--- src/ctc_pkg.sv ---
/*
 * ctc_pkg: shared constants and types for the charger and thermal control block.
 * Assumes a 250 MHz system clock; analog comparators feed level inputs to the block.
 */
`default_nettype none
package ctc_pkg;
    // ****************************************************************
    // register map
    // ****************************************************************
    localparam logic [7:0] CTC_ADDR_HOLD_CTRL = 8'h1c;
    localparam logic [7:0] CTC_ADDR_CHG_CTRL1 = 8'h10;
    localparam logic [7:0] CTC_ADDR_CHG_CTRL2 = 8'h11;
    localparam logic [7:0] CTC_ADDR_CHG_CTRL3 = 8'h12;
    localparam logic [7:0] CTC_ADDR_STATUS    = 8'h0c;
    localparam logic [7:0] CTC_ADDR_REG_A     = 8'h03;
    localparam logic [7:0] CTC_ADDR_REG_B     = 8'h04;

    localparam int CTC_BIT_AUTO_RESTART = 1;
    localparam int CTC_BIT_HOLD_DELAY   = 0;
    localparam int CTC_BIT_SHDN_FLAG    = 3;
    localparam int CTC_BIT_WARN_FLAG    = 2;

    // ****************************************************************
    // reset values and code limits
    // ****************************************************************
    localparam logic [7:0] CTC_RST_HOLD_CTRL = 8'h00;
    localparam logic [4:0] CTC_ICHG_DEFAULT  = 5'h07;
    localparam logic [4:0] CTC_ICHG_MAX      = 5'h17;
    localparam logic [1:0] CTC_TERMINATION_VOLTAGE_CODE_DEFAULT = 2'h1;
    localparam logic [1:0] CTC_EOC_DEFAULT   = 2'h2;
    localparam logic [1:0] CTC_RSTRT_DEFAULT = 2'h1;
    localparam logic [1:0] CTC_TIMER_DEFAULT = 2'h2;
    localparam logic [4:0] CTC_VCODE_LOW     = 5'h0c;
    localparam logic [4:0] CTC_VCODE_HIGH    = 5'h1b;
    localparam logic [4:0] CTC_VCODE_MAXLIN1 = 5'h0e;
    localparam logic [4:0] CTC_VCODE_LIN2LO  = 5'h13;
    localparam logic [4:0] CTC_VCODE_LIN2HI  = 5'h1d;

    // ****************************************************************
    // electrical figures, in mA and mV
    // ****************************************************************
    localparam logic [10:0] CTC_ICHG_STEP_MA  = 11'h032;
    localparam logic [10:0] CTC_PRECHG_MA     = 11'h032;
    localparam logic [12:0] CTC_TERMINATION_VOLTAGE_CODE_BASE_MV = 13'h1004;
    localparam logic [12:0] CTC_TERMINATION_VOLTAGE_CODE_STEP_MV = 13'h0064;
    localparam logic [12:0] CTC_RSTRT_STEP_MV = 13'h0032;
    localparam logic [11:0] CTC_VREG_BASE_MV  = 12'h4b0;
    localparam logic [11:0] CTC_VREG_STEP_MV  = 12'h032;
    localparam logic [11:0] CTC_VREG_2V00     = 12'h7d0;
    localparam logic [11:0] CTC_VREG_2V20     = 12'h898;
    localparam logic [11:0] CTC_VREG_2V40     = 12'h960;
    localparam logic [11:0] CTC_VREG_2V50     = 12'h9c4;
    localparam logic [11:0] CTC_VREG_2V60     = 12'ha28;
    localparam logic [11:0] CTC_VREG_3V20     = 12'hc80;
    localparam logic [11:0] CTC_VREG_3V30     = 12'hce4;

    // ****************************************************************
    // timing
    // ****************************************************************
    localparam longint CTC_CLK_HZ       = 250_000_000;
    localparam longint CTC_HOLD_SHORT_MS = 35;
    localparam longint CTC_HOLD_LONG_MS  = 350;
    localparam longint CTC_HOLD_SHORT_CYC = CTC_HOLD_SHORT_MS * CTC_CLK_HZ / 1000;
    localparam longint CTC_HOLD_LONG_CYC  = CTC_HOLD_LONG_MS * CTC_CLK_HZ / 1000;
    localparam longint CTC_HOURS_2 = 2;
    localparam longint CTC_HOURS_5 = 5;
    localparam longint CTC_HOURS_8 = 8;
    localparam longint CTC_SEC_PER_HOUR = 3600;

    typedef enum logic [2:0] {
        CHG_IDLE, CHG_PRE, CHG_CC, CHG_CV, CHG_MAINT, CHG_FAULT
    } ctc_chg_state_t;

    typedef struct packed {
        logic over_shutdown;   // die above 160 C
        logic below_restart;   // die below 90 C
        logic over_warn;       // die above 105 C
        logic below_warn_hyst; // die below 90 C warning release
        logic over_regulation; // die above 115 C
    } ctc_temp_t;

    typedef struct packed {
        logic charger_ok;      // valid charger input
        logic batt_present;
        logic batt_above_pre;  // battery above 2.8 V
        logic batt_at_term;    // battery at termination level
        logic curr_below_eoc;  // current below end threshold
        logic batt_below_rst;  // battery below restart level
    } ctc_batt_t;

    typedef struct packed {
        logic [10:0] current_ma;
        logic [12:0] term_mv;
        logic [12:0] restart_mv;
        logic [10:0] eoc_ma;
        logic        reduce;
    } ctc_chg_out_t;
endpackage : ctc_pkg
`default_nettype wire

--- src/ctc_top.sv ---
/*
 * ctc_top: charger sequencing, thermal flags, hold release and regulator code decode.
 * Assumes the serial access block delivers single-cycle write strobes and reads the
 * read data combinationally; analog comparator outputs are synchronous levels.
 */
//
// Notes on behaviour
// RQ1 - auto restart bit decides whether shutdown recovery powers up by itself
// RQ2 - power down after hold input low 35 ms, or 350 ms when selected
// RQ3 - codes 00-0e are 1.20-1.90 V by 50 mV, then 2.00/2.20/2.40/2.50 V
// RQ4 - codes 13-1d are 2.60-3.10 V, 1e 3.20 V, 1f 3.3 V; defaults 0c/1b
// RQ5 - charge current is 50 mA plus 50 mA per code, default 400 mA
// RQ6 - termination voltage 4.1/4.2/4.3/4.4 V, default 4.2 V
// RQ7 - end-of-charge threshold 0.05/0.1/0.15/0.2 of charge current, default 0.15
// RQ8 - restart level is termination minus 50/100/150/200 mV, default 100 mV
// RQ9 - safety timer off, 2, 5 or 8 hours, default 5 hours
// RQ10 - valid charger input starts pre-charge at 50 mA until 2.8 V
// RQ11 - above 2.8 V charge at programmed current until termination voltage
// RQ12 - at termination hold voltage, then maintenance when current reaches threshold
// RQ13 - in maintenance a drop to restart level starts a new charge cycle
// RQ14 - host rewrites charge current after a battery is attached late
// RQ15 - battery judged absent at start selects the battery-absent default current
// RQ16 - above 160 C set shutdown flag and run power down
// RQ17 - no restart or power on until die is below 90 C
// RQ18 - without auto restart wait for button, charger input or bus power
// RQ19 - with auto restart power up after cooling, keeping register settings
// RQ20 - warning flag sets above 105 C, clears only below 90 C
// RQ21 - above 115 C charger reduces its current
// RQ22 - power down end restores all registers except charger controls; the code also keeps the status flags
`default_nettype none
module ctc_top
    import ctc_pkg::*;
#(
    parameter longint HOLD_SHORT_CYC = ctc_pkg::CTC_HOLD_SHORT_CYC,
    parameter longint HOLD_LONG_CYC  = ctc_pkg::CTC_HOLD_LONG_CYC,
    parameter longint TIMER_TICK_CYC = ctc_pkg::CTC_CLK_HZ
) (
    input  wire logic                  sys_clk_i,
    input  wire logic                  rstn_i,
    input  wire logic                  reg_wr_i,
    input  wire logic [7:0]            reg_addr_i,
    input  wire logic [7:0]            reg_wdata_i,
    output logic [7:0]                 reg_rdata_o,
    input  wire logic                  power_hold_input_i,
    input  wire logic                  power_button_input_i,
    input  wire logic                  charger_input_i,
    input  wire logic                  bus_power_i,
    input  wire ctc_pkg::ctc_temp_t    temp_i,
    input  wire ctc_pkg::ctc_batt_t    batt_i,
    output ctc_pkg::ctc_chg_out_t      chg_o,
    output ctc_pkg::ctc_chg_state_t    chg_state_o,
    output logic                       charge_timeout_o,
    output logic                       power_on_o,
    output logic                       power_down_o,
    output logic [11:0]                vreg_a_mv_o,
    output logic [11:0]                vreg_b_mv_o,
    output logic [4:0]                 vreg_a_code_o,
    output logic [4:0]                 vreg_b_code_o
);
    import ctc_pkg::*;

    // ****************************************************************
    // decode functions
    // ****************************************************************
    function automatic logic [11:0] vcode_mv(input logic [4:0] c);
        logic [11:0] v;
        v = CTC_VREG_3V30;
        if (c <= CTC_VCODE_MAXLIN1) begin // see RQ3
            v = CTC_VREG_BASE_MV + 12'(c) * CTC_VREG_STEP_MV;
        end else if (c < CTC_VCODE_LIN2LO) begin // see RQ3
            unique case (c[1:0])
                2'h3:    v = CTC_VREG_2V00;
                2'h0:    v = CTC_VREG_2V20;
                2'h1:    v = CTC_VREG_2V40;
                default: v = CTC_VREG_2V50;
            endcase
        end else if (c <= CTC_VCODE_LIN2HI) begin // see RQ4
            v = CTC_VREG_2V60 + 12'(c - CTC_VCODE_LIN2LO) * CTC_VREG_STEP_MV;
        end else if (c == CTC_VCODE_LIN2HI + 5'h01) begin // see RQ4
            v = CTC_VREG_3V20;
        end
        return v;
    endfunction

    // ****************************************************************
    // registers
    // ****************************************************************
    logic [7:0]  hold_ctrl_ff;
    logic [4:0]  ichg_ff;
    logic [1:0]  termination_voltage_code_ff, eoc_ff, rstrt_ff, timer_ff;
    logic [4:0]  vcode_a_ff, vcode_b_ff;
    logic        shdn_flag_ff, warn_flag_ff;
    logic        pd_end;
    logic        started_ff;

    logic wr_hold, wr_c1, wr_c2, wr_c3;
    assign wr_hold = reg_wr_i && (reg_addr_i == CTC_ADDR_HOLD_CTRL);
    assign wr_c1   = reg_wr_i && (reg_addr_i == CTC_ADDR_CHG_CTRL1);
    assign wr_c2   = reg_wr_i && (reg_addr_i == CTC_ADDR_CHG_CTRL2);
    assign wr_c3   = reg_wr_i && (reg_addr_i == CTC_ADDR_CHG_CTRL3);

    // hold control and regulator code registers fall back to defaults when a power down completes, except after an overtemp one with auto restart set
    always_ff @(posedge sys_clk_i) begin
        if (!rstn_i || pd_end) begin // see RQ22
            hold_ctrl_ff <= CTC_RST_HOLD_CTRL;
            vcode_a_ff   <= CTC_VCODE_LOW; // see RQ4
            vcode_b_ff   <= CTC_VCODE_HIGH;
        end else begin
            if (wr_hold) hold_ctrl_ff <= reg_wdata_i;
            if (reg_wr_i && reg_addr_i == CTC_ADDR_REG_A) vcode_a_ff <= reg_wdata_i[4:0];
            if (reg_wr_i && reg_addr_i == CTC_ADDR_REG_B) vcode_b_ff <= reg_wdata_i[4:0];
        end
    end

    // charger controls survive power down; battery-absent start picks the max code
    always_ff @(posedge sys_clk_i) begin
        if (!rstn_i) begin
            ichg_ff    <= CTC_ICHG_DEFAULT; // see RQ5
            termination_voltage_code_ff   <= CTC_TERMINATION_VOLTAGE_CODE_DEFAULT; // see RQ6
            eoc_ff     <= CTC_EOC_DEFAULT; // see RQ7
            rstrt_ff   <= CTC_RSTRT_DEFAULT; // see RQ8
            timer_ff   <= CTC_TIMER_DEFAULT; // see RQ9
            started_ff <= 1'b0;
        end else begin
            started_ff <= 1'b1;
            if (!started_ff && !batt_i.batt_present) ichg_ff <= CTC_ICHG_MAX; // see RQ15
            else if (wr_c2) ichg_ff <= (reg_wdata_i[4:0] > CTC_ICHG_MAX) ? CTC_ICHG_MAX : reg_wdata_i[4:0];
            if (wr_c1) timer_ff <= reg_wdata_i[4:3];
            if (wr_c3) begin
                termination_voltage_code_ff <= reg_wdata_i[5:4];
                eoc_ff   <= reg_wdata_i[3:2];
                rstrt_ff <= reg_wdata_i[1:0];
            end
        end
    end

    always_comb begin
        reg_rdata_o = 8'h00;
        unique case (reg_addr_i)
            CTC_ADDR_HOLD_CTRL: reg_rdata_o = hold_ctrl_ff;
            CTC_ADDR_CHG_CTRL1: reg_rdata_o = {3'h0, timer_ff, 3'h0};
            CTC_ADDR_CHG_CTRL2: reg_rdata_o = {3'h0, ichg_ff};
            CTC_ADDR_CHG_CTRL3: reg_rdata_o = {2'h0, termination_voltage_code_ff, eoc_ff, rstrt_ff};
            CTC_ADDR_STATUS:    reg_rdata_o = 8'(shdn_flag_ff) << CTC_BIT_SHDN_FLAG |
                                              8'(warn_flag_ff) << CTC_BIT_WARN_FLAG;
            CTC_ADDR_REG_A:     reg_rdata_o = {3'h0, vcode_a_ff};
            CTC_ADDR_REG_B:     reg_rdata_o = {3'h0, vcode_b_ff};
            default:            reg_rdata_o = 8'h00;
        endcase
    end

    logic auto_restart, hold_delay_sel;
    assign auto_restart   = hold_ctrl_ff[CTC_BIT_AUTO_RESTART];
    assign hold_delay_sel = hold_ctrl_ff[CTC_BIT_HOLD_DELAY];

    // ****************************************************************
    // thermal flags and power state
    // ****************************************************************
    logic power_on_ff, pd_ff;
    logic trigger;
    assign trigger = power_button_input_i || charger_input_i || bus_power_i;

    always_ff @(posedge sys_clk_i) begin
        if (!rstn_i) begin
            warn_flag_ff <= 1'b0;
        end else if (temp_i.over_warn) begin
            warn_flag_ff <= 1'b1; // see RQ20
        end else if (temp_i.below_warn_hyst) begin
            warn_flag_ff <= 1'b0; // see RQ20
        end
    end

    // hold counter: long counts are parameters so simulation can shrink them
    logic [27:0] hold_cnt_ff;
    logic [27:0] hold_lim;
    logic        hold_expired;
    assign hold_lim     = hold_delay_sel ? 28'(HOLD_LONG_CYC) : 28'(HOLD_SHORT_CYC);
    assign hold_expired = power_on_ff && !power_hold_input_i && (hold_cnt_ff >= hold_lim - 28'h1);

    always_ff @(posedge sys_clk_i) begin
        if (!rstn_i || power_hold_input_i || !power_on_ff) hold_cnt_ff <= 28'h0;
        else if (!hold_expired) hold_cnt_ff <= hold_cnt_ff + 28'h1; // see RQ2
    end

    logic power_up_req;
    // flag is kept through power down (it is a status bit, set wins)
    always_ff @(posedge sys_clk_i) begin
        if (!rstn_i) begin
            shdn_flag_ff <= 1'b0;
        end else if (temp_i.over_shutdown) begin
            shdn_flag_ff <= 1'b1; // see RQ16
        end else if (power_up_req) begin
            shdn_flag_ff <= 1'b0;
        end
    end

    assign power_up_req = !power_on_ff && !pd_ff && temp_i.below_restart && // see RQ17
                          (trigger || (shdn_flag_ff && auto_restart)); // see RQ1 see RQ18 see RQ19

    always_ff @(posedge sys_clk_i) begin
        if (!rstn_i) begin
            power_on_ff <= 1'b0;
            pd_ff       <= 1'b0;
        end else if (pd_ff) begin
            pd_ff       <= 1'b0;
        end else if (power_on_ff && (temp_i.over_shutdown || hold_expired)) begin
            power_on_ff <= 1'b0; // see RQ16 see RQ2
            pd_ff       <= 1'b1;
        end else if (power_up_req) begin
            power_on_ff <= 1'b1;
        end
    end
    // auto restart keeps settings: every power down resets them except an overtemp one with auto restart set
    assign pd_end       = pd_ff && !(shdn_flag_ff && auto_restart); // see RQ19
    assign power_on_o   = power_on_ff;
    assign power_down_o = pd_ff;

    // ****************************************************************
    // charger sequencer
    // ****************************************************************
    ctc_chg_state_t state_ff;
    // eight hours counted in seconds needs 15 bits
    logic [14:0] sec_cnt_ff;
    logic [27:0] tick_cnt_ff;
    logic        timeout_ff;
    logic [14:0] timer_lim;
    always_comb begin
        unique case (timer_ff) // see RQ9
            2'h1:    timer_lim = 15'(CTC_HOURS_2 * CTC_SEC_PER_HOUR);
            2'h2:    timer_lim = 15'(CTC_HOURS_5 * CTC_SEC_PER_HOUR);
            2'h3:    timer_lim = 15'(CTC_HOURS_8 * CTC_SEC_PER_HOUR);
            default: timer_lim = 15'h0;
        endcase
    end
    logic charging;
    assign charging = state_ff inside {CHG_PRE, CHG_CC, CHG_CV};

    always_ff @(posedge sys_clk_i) begin
        if (!rstn_i || !charging) begin
            tick_cnt_ff <= 28'h0;
            sec_cnt_ff  <= 15'h0;
        end else if (tick_cnt_ff == 28'(TIMER_TICK_CYC) - 28'h1) begin
            tick_cnt_ff <= 28'h0;
            sec_cnt_ff  <= sec_cnt_ff + 15'h1;
        end else begin
            tick_cnt_ff <= tick_cnt_ff + 28'h1;
        end
    end

    logic tmo;
    assign tmo = (timer_ff != 2'h0) && (sec_cnt_ff >= timer_lim); // see RQ9

    always_ff @(posedge sys_clk_i) begin
        if (!rstn_i) begin
            state_ff   <= CHG_IDLE;
            timeout_ff <= 1'b0;
        end else if (!batt_i.charger_ok || temp_i.over_shutdown) begin
            state_ff <= CHG_IDLE;
            timeout_ff <= 1'b0;
        end else begin
            unique case (state_ff)
                CHG_IDLE:  state_ff <= CHG_PRE; // see RQ10
                CHG_PRE:   if (batt_i.batt_above_pre) state_ff <= CHG_CC; // see RQ11
                CHG_CC:    if (batt_i.batt_at_term) state_ff <= CHG_CV; // see RQ12
                CHG_CV:    if (batt_i.curr_below_eoc) state_ff <= CHG_MAINT; // see RQ12
                CHG_MAINT: if (batt_i.batt_below_rst) state_ff <= CHG_PRE; // see RQ13
                CHG_FAULT: state_ff <= CHG_FAULT;
            endcase
            if (charging && tmo) begin
                state_ff   <= CHG_FAULT;
                timeout_ff <= 1'b1;
            end
        end
    end

    logic [10:0] prog_ma;
    assign prog_ma = CTC_ICHG_STEP_MA + 11'(ichg_ff) * CTC_ICHG_STEP_MA; // see RQ5
    always_ff @(posedge sys_clk_i) begin
        if (!rstn_i) begin
            chg_o <= '0;
        end else begin
            chg_o.current_ma <= (state_ff == CHG_PRE) ? CTC_PRECHG_MA : // see RQ10
                                (state_ff inside {CHG_CC, CHG_CV}) ? prog_ma : 11'h0; // see RQ11
            chg_o.term_mv    <= CTC_TERMINATION_VOLTAGE_CODE_BASE_MV + 13'(termination_voltage_code_ff) * CTC_TERMINATION_VOLTAGE_CODE_STEP_MV; // see RQ6
            chg_o.restart_mv <= CTC_TERMINATION_VOLTAGE_CODE_BASE_MV + 13'(termination_voltage_code_ff) * CTC_TERMINATION_VOLTAGE_CODE_STEP_MV
                                - (13'(rstrt_ff) + 13'h1) * CTC_RSTRT_STEP_MV; // see RQ8
            chg_o.eoc_ma     <= 11'((22'(prog_ma) * (22'(eoc_ff) + 22'h1)) / 22'h14); // see RQ7
            chg_o.reduce     <= temp_i.over_regulation; // see RQ21
        end
    end
    assign chg_state_o      = state_ff;
    assign charge_timeout_o = timeout_ff;

    always_ff @(posedge sys_clk_i) begin
        if (!rstn_i) begin
            vreg_a_mv_o <= 12'h0;
            vreg_b_mv_o <= 12'h0;
        end else begin
            vreg_a_mv_o <= vcode_mv(vcode_a_ff); // see RQ3
            vreg_b_mv_o <= vcode_mv(vcode_b_ff); // see RQ4
        end
    end
    assign vreg_a_code_o = vcode_a_ff;
    assign vreg_b_code_o = vcode_b_ff;
endmodule : ctc_top
`default_nettype wire

--- config.mk ---
export PLATFORM = sky130hd
export DESIGN_NAME = ctc_top
export DESIGN_NICKNAME = d
export VERILOG_FILES = /design/src/ctc_pkg.sv /design/src/ctc_top.sv
export SDC_FILE = /design/constraint.sdc
export NUM_CORES = 1
export LEC_CHECK = 0
export BUFFER_PORTS_ARGS = -buffer_cell sky130_fd_sc_hd__buf_4
export CORE_UTILIZATION = 33
export CTS_BUF_LIST = sky130_fd_sc_hd__clkbuf_4 sky130_fd_sc_hd__clkbuf_8
export DETAILED_ROUTE_END_ITERATION = 7
export HOLD_SLACK_MARGIN = 0.02
export PLACE_DENSITY_LB_ADDON = 0.3
export SLEW_MARGIN = 20
export SYNTH_ARGS = -nofsm -noshare
export SYNTH_HDL_FRONTEND = slang
export SYNTH_SLANG_ARGS = --single-unit
--- constraint.sdc ---
create_clock -name sys_clk_i -period 6.35 [get_ports sys_clk_i]
set_input_delay 0.635 -clock sys_clk_i [delete_from_list [all_inputs] [get_ports sys_clk_i]]
set_output_delay 0.635 -clock sys_clk_i [all_outputs]
set_load 0.05 [all_outputs]
---- After elaboration in Yosys (flattened, before gate mapping) ----
Index checks and enable logic that the tools add are counted.
storage, ports and cells
  logic and storage cells ................. 181
  input port bits ......................... 34
  register bits ........................... 184
  output and inout bits ................... 97
operators by class
  eq/ne operators ......................... 30
  reductions and logical operators ........ 54
  bitwise gates (word level) .............. 4
  multiplexer cells ....................... 32
  multipliers ............................. 8
  div/mod/pow operators ................... 1
  order comparisons ....................... 9
  add/subtract/negate cells ............... 15
operator list
  kind                      number
  $mux W12                  6
  $pmux W12 S3              2
  $add A28 B1 Y28 const B   2
  $pmux W8 S7               1
  $pmux W15 S3              1
  $eq A8 B5 Y1 const B      4
  $mul A5 B5 Y10 const B    3
  $eq A28 B28 Y1 const B    1
  $ge A28 B28 Y1            1
  $sub A27 B1 Y28 const B   1
  $mux W27                  1
  $add A11 B11 Y12 const A  2
  $add A12 B12 Y12 const A  2
  $mul A12 B5 Y11 const B   2
  $div A22 B5 Y22 const B   1
  $pmux W3 S6               1
  $logic_and A1 B1 Y1       17
  $add A15 B1 Y15 const B   1
  $ge A15 B15 Y1            1
  $mux W3                   5
  $mux W5                   3
  $mul A11 B3 Y14           1
  $mux W7                   2
  $add A13 B9 Y13 const A   1
  other kinds (35)          91

---- Depth between registers and ports, before layout ----
Gate-level depths: netlist (run 1).
  word-level depth ........................ 8
  gate-level depth with buffers ........... 32
  depth with buffers taken out ............ 28

---- Least setup slack after synthesis (run 1) ----
OpenSTA, ideal clock, no wires.
  kind .................................... reg2reg
  from .................................... register ichg_ff[0]
  to ...................................... register chg_o[1] (netlist name)
  arrival time ............................ 6416 ps
  period minus slack after synthesis ...... 6547 ps
  path buffers ............................ 3
  stages on the path, launching flop included .. 30
  required time ........................... 6219 ps
  library setup time ...................... 131 ps
  slack ................................... -197 ps
  path through ............................ dfxtp_1 > ha_1 > ha_1 > ha_1 > inv_1 > fa_1 > nor3_1 > nand3_1 > xnor2_1 > nand2b_1 > fa_1 > inv_1 > ha_1 > buf_6 > a21oi_2 > nand2_2 > a21oi_2 > or3_1 > nand3_1 > a32oi_2 > o22a_2 > buf_4 > a21oi_1 > or3_1 > a32oi_1 > buf_4 > o32ai_2 > a2111oi_4 > maj3_2 > a31oi_1
between the ends
  longest elaborated chain between the ends .. 4
RTL lines
  what                      line            RTL
  start: declaration        ctc_top.sv:89   logic [4:0] ichg_ff;
  start signal: assignment  ctc_top.sv:127  else if (wr_c2) ichg_ff <= (reg_wdata_i[4:0] > CTC_ICHG_MAX) ? CTC_ICHG_MAX : reg_wdata_i[4:0];
  $mul A5 B5 Y10            ctc_top.sv:277  assign prog_ma = CTC_ICHG_STEP_MA + 11'(ichg_ff) * CTC_ICHG_STEP_MA;
  $add A6 B11 Y11           ctc_top.sv:277
  net prog_ma[2]            ctc_top.sv:276  logic [10:0] prog_ma;
  $mul A11 B3 Y14           ctc_top.sv:287  chg_o.eoc_ma <= 11'((22'(prog_ma) * (22'(eoc_ff) + 22'h1)) / 22'h14);
  $div A22 B5 Y22           ctc_top.sv:287
  end: declaration          ctc_top.sv:50   output ctc_pkg::ctc_chg_out_t chg_o,
The timed path passes the listed nets, and every way through them passes these cells.
A chain may end at the register's enable or synchronous reset.

---- Worst setup path after layout (run 1) ----
  from .................................... register ichg_ff[1]
  to ...................................... register chg_o[1] (netlist name)
Same word-level chain as after synthesis.

==> flow_metrics.tcl, run 1 <==
set metrics [dict create \
    dr.pass1.iters 5 \
    cp-end-kind "flop" \
    use_met2_pct 29.3 \
    ys_seq_elements 172 \
    routed_wl_um 33600 \
    rsz0062_at_grt "true" \
    async_flop_share_pct 0 \
    regToRegSetupSlack_ns -0.17 \
    via_count 11397 \
    design_area_um2 16200 \
    drv_cap 0 \
    synth_edf_count 0 \
    use_met3_pct 3.16 \
    clk_pin_slew_ns 0.10 \
    finalSetupViolations 3 \
    synth.distinct_cells 97 \
    ant_nets 0 \
    grt_usage_pct 16.9 \
    post-route-drc-count 0 \
    numPortBuffers 120 \
    gr-total-overflow 0 \
    fin_crit_ns 6.52 \
    crit_type "reg2reg" \
    synth_cells 1542 \
    synthFlopType "dfxtp_1" \
    viasPerCell 5.01 \
    fill_cells 3788 \
    ys_top_cells_by_count "dfxtp_1 (172), ha_1 (165), nor2_1 (159)" \
    die_h_um 200 \
    synth_top_area_cell "dfxtp_1" \
    status "finished with violations" \
    busiest_layer "met2" \
    fin_total_pwr_mw 3.33 \
    finalCritPeriodShare_pct 103 \
    cts.htree.levels 4 \
    hold_ws_ns 0.350 \
    grt_max_degree 55 \
    drive_gt1_share_pct 22.4 \
    nNetsFinal 1963 \
    cp_common_cell "ha_4" \
    worstPathMaxFanout 5 \
    ios 131 \
    insertion_delay_ns 0.50 \
    netlist.area_leader.share_pct 26.7 \
    initial_core_util_pct 33.4 \
    critical_path_required_ns 6.78 \
    grt_pass1_wl_um 54100 \
    p_per_area_nw_per_um2 206 \
    cts_tree "yes" \
    fmaxAchievable_ghz 0.153 \
    grt_pass1_vias 10960 \
    ys_warn_count 0 \
    wire_per_inst_um 14.8 \
    dp_hpwl_um 24600 \
    cts_max_path_buffers 2 \
    fin_skew_ns 0.0265 \
    worstMarginPinSlew_ns 1.08 \
    max_stage_delay_ns 0.54 \
    p_leak_nw 7.07 \
    drtIter0Drc 494 \
    slew_headroom_pct 27.2 \
    cp_slowest_cell "fa_1" \
    min_path_type "in2reg" \
    start_kind "flop" \
    netlist_area_um2 12900 \
    synth_area_leaders "dfxtp_1 (27%), ha_1 (16%), xor2_1 (4.9%)" \
    hold_violations 0 \
    drv_slew 0 \
    rows 72 \
    syn2layout_area_growth_pct 25.2 \
    final_util_pct 41.8 \
    core_area_um2 38600 \
    met1_usage_pct 20.9 \
    die_w_um 200 \
    tns_ns -0.293 \
    yosysSeqAreaShare_pct 26.7 \
    dieArea_um2 39900 \
    cts_buffers 17 \
    fin_ws_ns -0.174 \
    synth.most_common_cell "dfxtp_1" \
    antenna_found_initial 1 \
    vdd_drop_max_mv 0.149 \
    placed_area_um2 14800 \
    cts-root-buf "clkbuf_8" \
    syn_area_per_cell_um2 8.38 \
    cp.arrival_ns 6.95 \
    failed_checks "setup timing" \
    gp_congestion 0.892 \
    cts_num_sinks 172 \
]
-- cells in the final DEF (no fill, tap or decap), types with 28 or more instances in the layout --
master	netlist	layout
a21oi_1	81	74
o21ai_0	36	34
buf_4	18	220
xnor2_1	69	65
dfxtp_1	172	168
ha_1	165	151
nor3_1	33	28
nand2_1	138	136
inv_1	118	115
xor2_1	73	71
nand3_1	63	59
nor2_1	159	158
-- layer usage --
layer	wire (um)	share of wire (%)
met5	12	0.036
met1	15200	45
met3	1210	3.6
met4	766	2.3
met2	16400	49
-- path summary, 6_finish.rpt --
| kind | startpoint | end | cells after the start |
|---|---|---|---|
| worst max-delay path | ichg_ff[1]$_SDFFE_PP1P_ | chg_o[1]$_SDFF_PN0_ | 31 |
| worst min-delay path | temp_i[0] | chg_o[0]$_SDFF_PN0_ | 2 |
| worst max register to register | ichg_ff[1]$_SDFFE_PP1P_ | chg_o[1]$_SDFF_PN0_ | 31 |
| worst min register to register | hold_ctrl_ff[3]$_SDFFE_PP0P_ | hold_ctrl_ff[3]$_SDFFE_PP0P_ | 2 |
-- layout make-up --
type	count	area (um2)	area share, %
Antenna cell	1	2.50	0.0155
Multi-Input combinational cell	1194	9350	57.8
Inverter	119	447	2.76
Clock inverter	14	183	1.13
Timing Repair Buffer	238	1850	11.5
Tap cell	518	648	4.01
Clock buffer	17	234	1.45
Sequential cell	172	3450	21.3
-- timing repair --
action | 4_1_cts | 5_1_grt
buffers inserted | 25 | 10
cloned | 1 | 0
setup endpoints to repair | 3 | 4
resized for setup | 75 | 45
hold buffers | 0 | 0
pin swaps | 53 | 50
-- power breakdown --
part | total [mW] | switching [mW] | internal (mW)
Sequential | 1.12 | 0.0126 | 1.11
Combinational | 1.35 | 0.689 | 0.656
Clock | 0.865 | 0.471 | 0.395
-- critical path, delay by kind of cell (launching register included) --
kind / cells / cell delay, ns
buffers and inverters: 7 / 0.82
adder cells (fa/ha/maj): 7 / 2.15
XOR/XNOR: 3 / 0.60
flip-flops: 1 / 0.40
AO/OA/AOI/OAI: 8 / 1.32
AND/OR/NAND/NOR: 6 / 1.18
-- registers in the layout (all words and copies together), names as in the netlist, 2 cells and up --
register                     count
chg_o                           39
hold_cnt_ff                     28
tick_cnt_ff                     28
sec_cnt_ff                      15
vreg_a_mv_o                     11
vreg_b_mv_o                     11
hold_ctrl_ff                     8
ichg_ff                          5
vreg_a_code_o                    5
vreg_b_code_o                    5
chg_state_o                      3
eoc_ff                           2
rstrt_ff                         2
termination_voltage_code_ff      2
timer_ff                         2
-- through the flow --
stage / worst slack (ns) / cells
5_1_grt: -0.446 / 2272
4_1_cts: -0.0679 / 2263
2_1_floorplan: 0.0271 / 1551
3_5_place_dp: -0.344 / 2206
3_3_place_gp: -0.195 / 2206
6_report: -0.174 / 2273
-- cell families after synthesis --
group                    count (synthesis)  synth area share, %
AO/OA/AOI/OAI                          300                 16.7
XOR/XNOR                               143                 9.75
adder cells (fa/ha/maj)                188                 19.5
buffers and inverters                  185                 6.17
flip-flops                             172                 26.7
multiplexers                            13                 1.03
other                                    1               0.0290
AND/OR/NAND/NOR                        540                 20.1
Note: power is estimated with default switching activity, not from simulation.
==> inputs of run 2 (changes only) <==
--- a/config.mk
+++ b/config.mk
@@ -5,6 +5,7 @@
 export SDC_FILE = /design/constraint.sdc
 export NUM_CORES = 1
 export LEC_CHECK = 0
+export ABC_AREA = 1
 export BUFFER_PORTS_ARGS = -buffer_cell sky130_fd_sc_hd__buf_4
 export CORE_UTILIZATION = 33
 export CTS_BUF_LIST = sky130_fd_sc_hd__clkbuf_4 sky130_fd_sc_hd__clkbuf_8
==> constraint.sdc (replaced) <==
create_clock -name sys_clk_i -period 6.9 [get_ports sys_clk_i]
set_input_delay 0.69 -clock sys_clk_i [delete_from_list [all_inputs] [get_ports sys_clk_i]]
set_output_delay 0.69 -clock sys_clk_i [all_outputs]
set_load 0.05 [all_outputs]
==> run 2 against run 1 <==
The run now ends clean; first-iteration DRC count up 32%; cell count up 6.9%; setup slack improved by 0.26 ns; synthesized cell count grew 14%; routed wire length fell by 1.1%; final area fell by 4.9%; via count increased by 2.5%; total power increased by 5.1%; utilization down 1.0 points; non-clock buffer count decreased by 92; register-to-register slack gained 0.26 ns; clock-buffer cell count up 1; largest cell class unchanged; highest routed layer is now met4.
==> flow_metrics.tcl, run 2 <==
set metrics [dict create \
    status "finished, final reports clean" \
    cts_buffers 17 \
    syn_area_per_cell_um2 7.18 \
    ant_nets 0 \
    synth.most_common_cell "nand2_1" \
    yosysSeqAreaShare_pct 27.2 \
    drv_slew 0 \
    drtIter0Drc 653 \
    worstReg2RegEnd "chg_o[1]$_SDFF_PN0_" \
    fin_skew_ns 0.0242 \
    die_w_um 198 \
    max_stage_delay_ns 0.52 \
    synth.distinct_cells 57 \
    grt_pass1_vias 11064 \
    drv_cap 0 \
    start_kind "flop" \
    seq_power_share_pct 29.7 \
    dp_hpwl_um 25300 \
    p_leak_nw 7.18 \
    synth_area_leaders "dfxtp_1 (27%), ha_1 (16%), nand2_1 (9.3%)" \
    crit_type "reg2reg" \
    hold_end "chg_o[0]$_SDFF_PN0_" \
    final_common_cell "inv_1" \
    via_count 11680 \
    p_per_area_nw_per_um2 228 \
    cp_common_cell "nand2_4" \
    antenna_found_initial 2 \
    netlist.area_leader.share_pct 27.2 \
    combinationalPowerShare_pct 48.2 \
    fin_crit_ns 6.82 \
    tns_ns 0 \
    async_flop_share_pct 0 \
    largest_register "chg_o" \
    fmaxAchievable_ghz 0.147 \
    finalCritPeriodShare_pct 98.8 \
    regToRegSetupSlack_ns 0.08 \
    slew_headroom_pct 39.6 \
    nNetsFinal 2127 \
    vdd_drop_max_mv 0.224 \
    numPortBuffers 120 \
    grt_pass1_wl_um 52900 \
    reg_top3 "chg_o x39, hold_cnt_ff x28, tick_cnt_ff x28" \
    drive_gt1_share_pct 18.2 \
    die_h_um 198 \
    cp_slowest_cell "fa_1" \
    fill_cells 3900 \
    ys_warn_count 0 \
    worstPathMaxFanout 5 \
    ys_seq_elements 172 \
    hold-path-cell-count 3 \
    ys_top_cells_by_count "nand2_1 (314), inv_1 (308), dfxtp_1 (172)" \
    hold_ws_ns 0.380 \
    netlist_area_um2 12700 \
    syn2layout_area_growth_pct 21.4 \
    initial_core_util_pct 33.6 \
    cp.arrival_ns 7.21 \
    clk_pin_slew_ns 0.10 \
    cts_max_path_buffers 2 \
    placed_area_um2 14100 \
    power.switching_mw 1.50 \
    critical_path_required_ns 7.29 \
    gr-total-overflow 0 \
    synthFlopType "dfxtp_1" \
    final_cell_mix "inv_1 (297), nand2_1 (282), dfxtp_1 (168)" \
    grt_max_degree 44 \
    synth_top_area_cell "dfxtp_1" \
    synth_cells 1763 \
    viasPerCell 4.81 \
    dr.pass1.iters 6 \
    grt_usage_pct 16.8 \
    routed_wl_um 33200 \
    cts-root-buf "clkbuf_8" \
    clockPowerShare_pct 22.1 \
    r2r_start "ichg_ff[3]$_SDFFE_PP0P_" \
    design_area_um2 15400 \
    min_path_type "in2reg" \
    hold_start "temp_i[0]" \
    cp-end-kind "flop" \
    worstMarginPinSlew_ns 0.904 \
    largest_reg_flops 39 \
    ios 131 \
    gp_congestion 0.854 \
    post-route-drc-count 0 \
    wire_per_inst_um 13.7 \
    cts.htree.levels 4 \
    r2r_cells 55 \
    finalSetupViolations 0 \
    dieArea_um2 39100 \
    rows 71 \
    cts_tree "yes" \
    internal-power_mw 2.00 \
    hold_violations 0 \
    synth_edf_count 0 \
    core_area_um2 37700 \
    cts_num_sinks 172 \
    p_sw_share_pct 42.8 \
    rsz0062_at_grt "true" \
    insertion_delay_ns 0.50 \
]
run 2: stage by stage:
stage / utilization [%] / power, mW / cells / setup slack (ns)
2_1_floorplan: - / 2.00 / 1772 / 0.358
3_3_place_gp: 37.5 / 2.18 / 2381 / 0.108
3_5_place_dp: 37.5 / 2.22 / 2381 / -0.138
4_1_cts: 38.7 / 3.03 / 2412 / 0.00744
5_1_grt: 40.8 / 3.72 / 2430 / -0.286
6_report: 40.8 / 3.50 / 2430 / 0.0809
run 2: power by group through the flow:
stage / logic (mW) / registers (mW) / clock network, mW
3_3_place_gp: 1.12 / 1.07 / 0
6_report: 1.69 / 1.04 / 0.773
4_1_cts: 1.18 / 1.04 / 0.803
2_1_floorplan: 0.832 / 1.16 / 0
3_5_place_dp: 1.16 / 1.07 / 0
5_1_grt: 1.83 / 1.04 / 0.841
run 2: kinds of logic (layout without fill, tap and decap cells):
kind of cell	count (synthesis)	in the layout	share of synthesized area (%)
buffers and inverters	350	495	10.8
AND/OR/NAND/NOR	688	688	24.4
XOR/XNOR	48	48	3.32
other	1	12	0.0296
adder cells (fa/ha/maj)	187	187	19.8
AO/OA/AOI/OAI	317	317	14.5
flip-flops	172	172	27.2
run 2: worst max-delay path by stage:
stage                                  from                  end  slack [ns]  cells after the start
finish              ichg_ff[3]$_SDFFE_PP0P_  chg_o[1]$_SDFF_PN0_        0.08                     55
global route        ichg_ff[3]$_SDFFE_PP0P_  chg_o[1]$_SDFF_PN0_       -0.29                     55
CTS                 ichg_ff[0]$_SDFFE_PP1P_  chg_o[1]$_SDFF_PN0_       0.007                     58
detailed placement  ichg_ff[3]$_SDFFE_PP0P_  chg_o[1]$_SDFF_PN0_       -0.14                     56
global placement    ichg_ff[3]$_SDFFE_PP0P_  chg_o[1]$_SDFF_PN0_        0.11                     56
floorplan           ichg_ff[3]$_SDFFE_PP0P_  chg_o[1]$_SDFF_PN0_        0.36                     58
run 2: what timing repair did:
action,4_1_cts,5_1_grt
cloned,0,0
pin swaps,6,68
gates resized for setup,8,145
hold buffers,0,0
setup buffers,1,16
setup endpoints to repair,2,3
run 2: metal layers:
layer	vias up	routed length (um)	global-route usage (%)
li1	6020	-	-
met1	5379	15300	21.5
met2	235	15700	28.3
met3	46	1330	2.20
met4	0	860	6.98
met5	-	0	0
run 2: area by class of cell:
class / count / area [um2] / area share, %
inverter: 319 / 1200 / 7.84
antenna: 2 / 5.00 / 0.0326
sequential: 172 / 3450 / 22.5
timing repair buffer: 146 / 1110 / 7.20
clock inverter: 12 / 158 / 1.03
clock buffer: 18 / 248 / 1.61
multi-input combinational: 1250 / 8550 / 55.7
tap: 511 / 639 / 4.16
run 2: worst max-delay path, delay by kind of cell (launching register included):
| kind | cells | cell delay (ns) |
|---|---|---|
| simple gates | 34 | 3.13 |
| fa+ha+maj | 6 | 1.84 |
| buf+inv | 10 | 0.64 |
| compound gates | 3 | 0.47 |
| flops | 1 | 0.35 |
| xor+xnor | 2 | 0.27 |
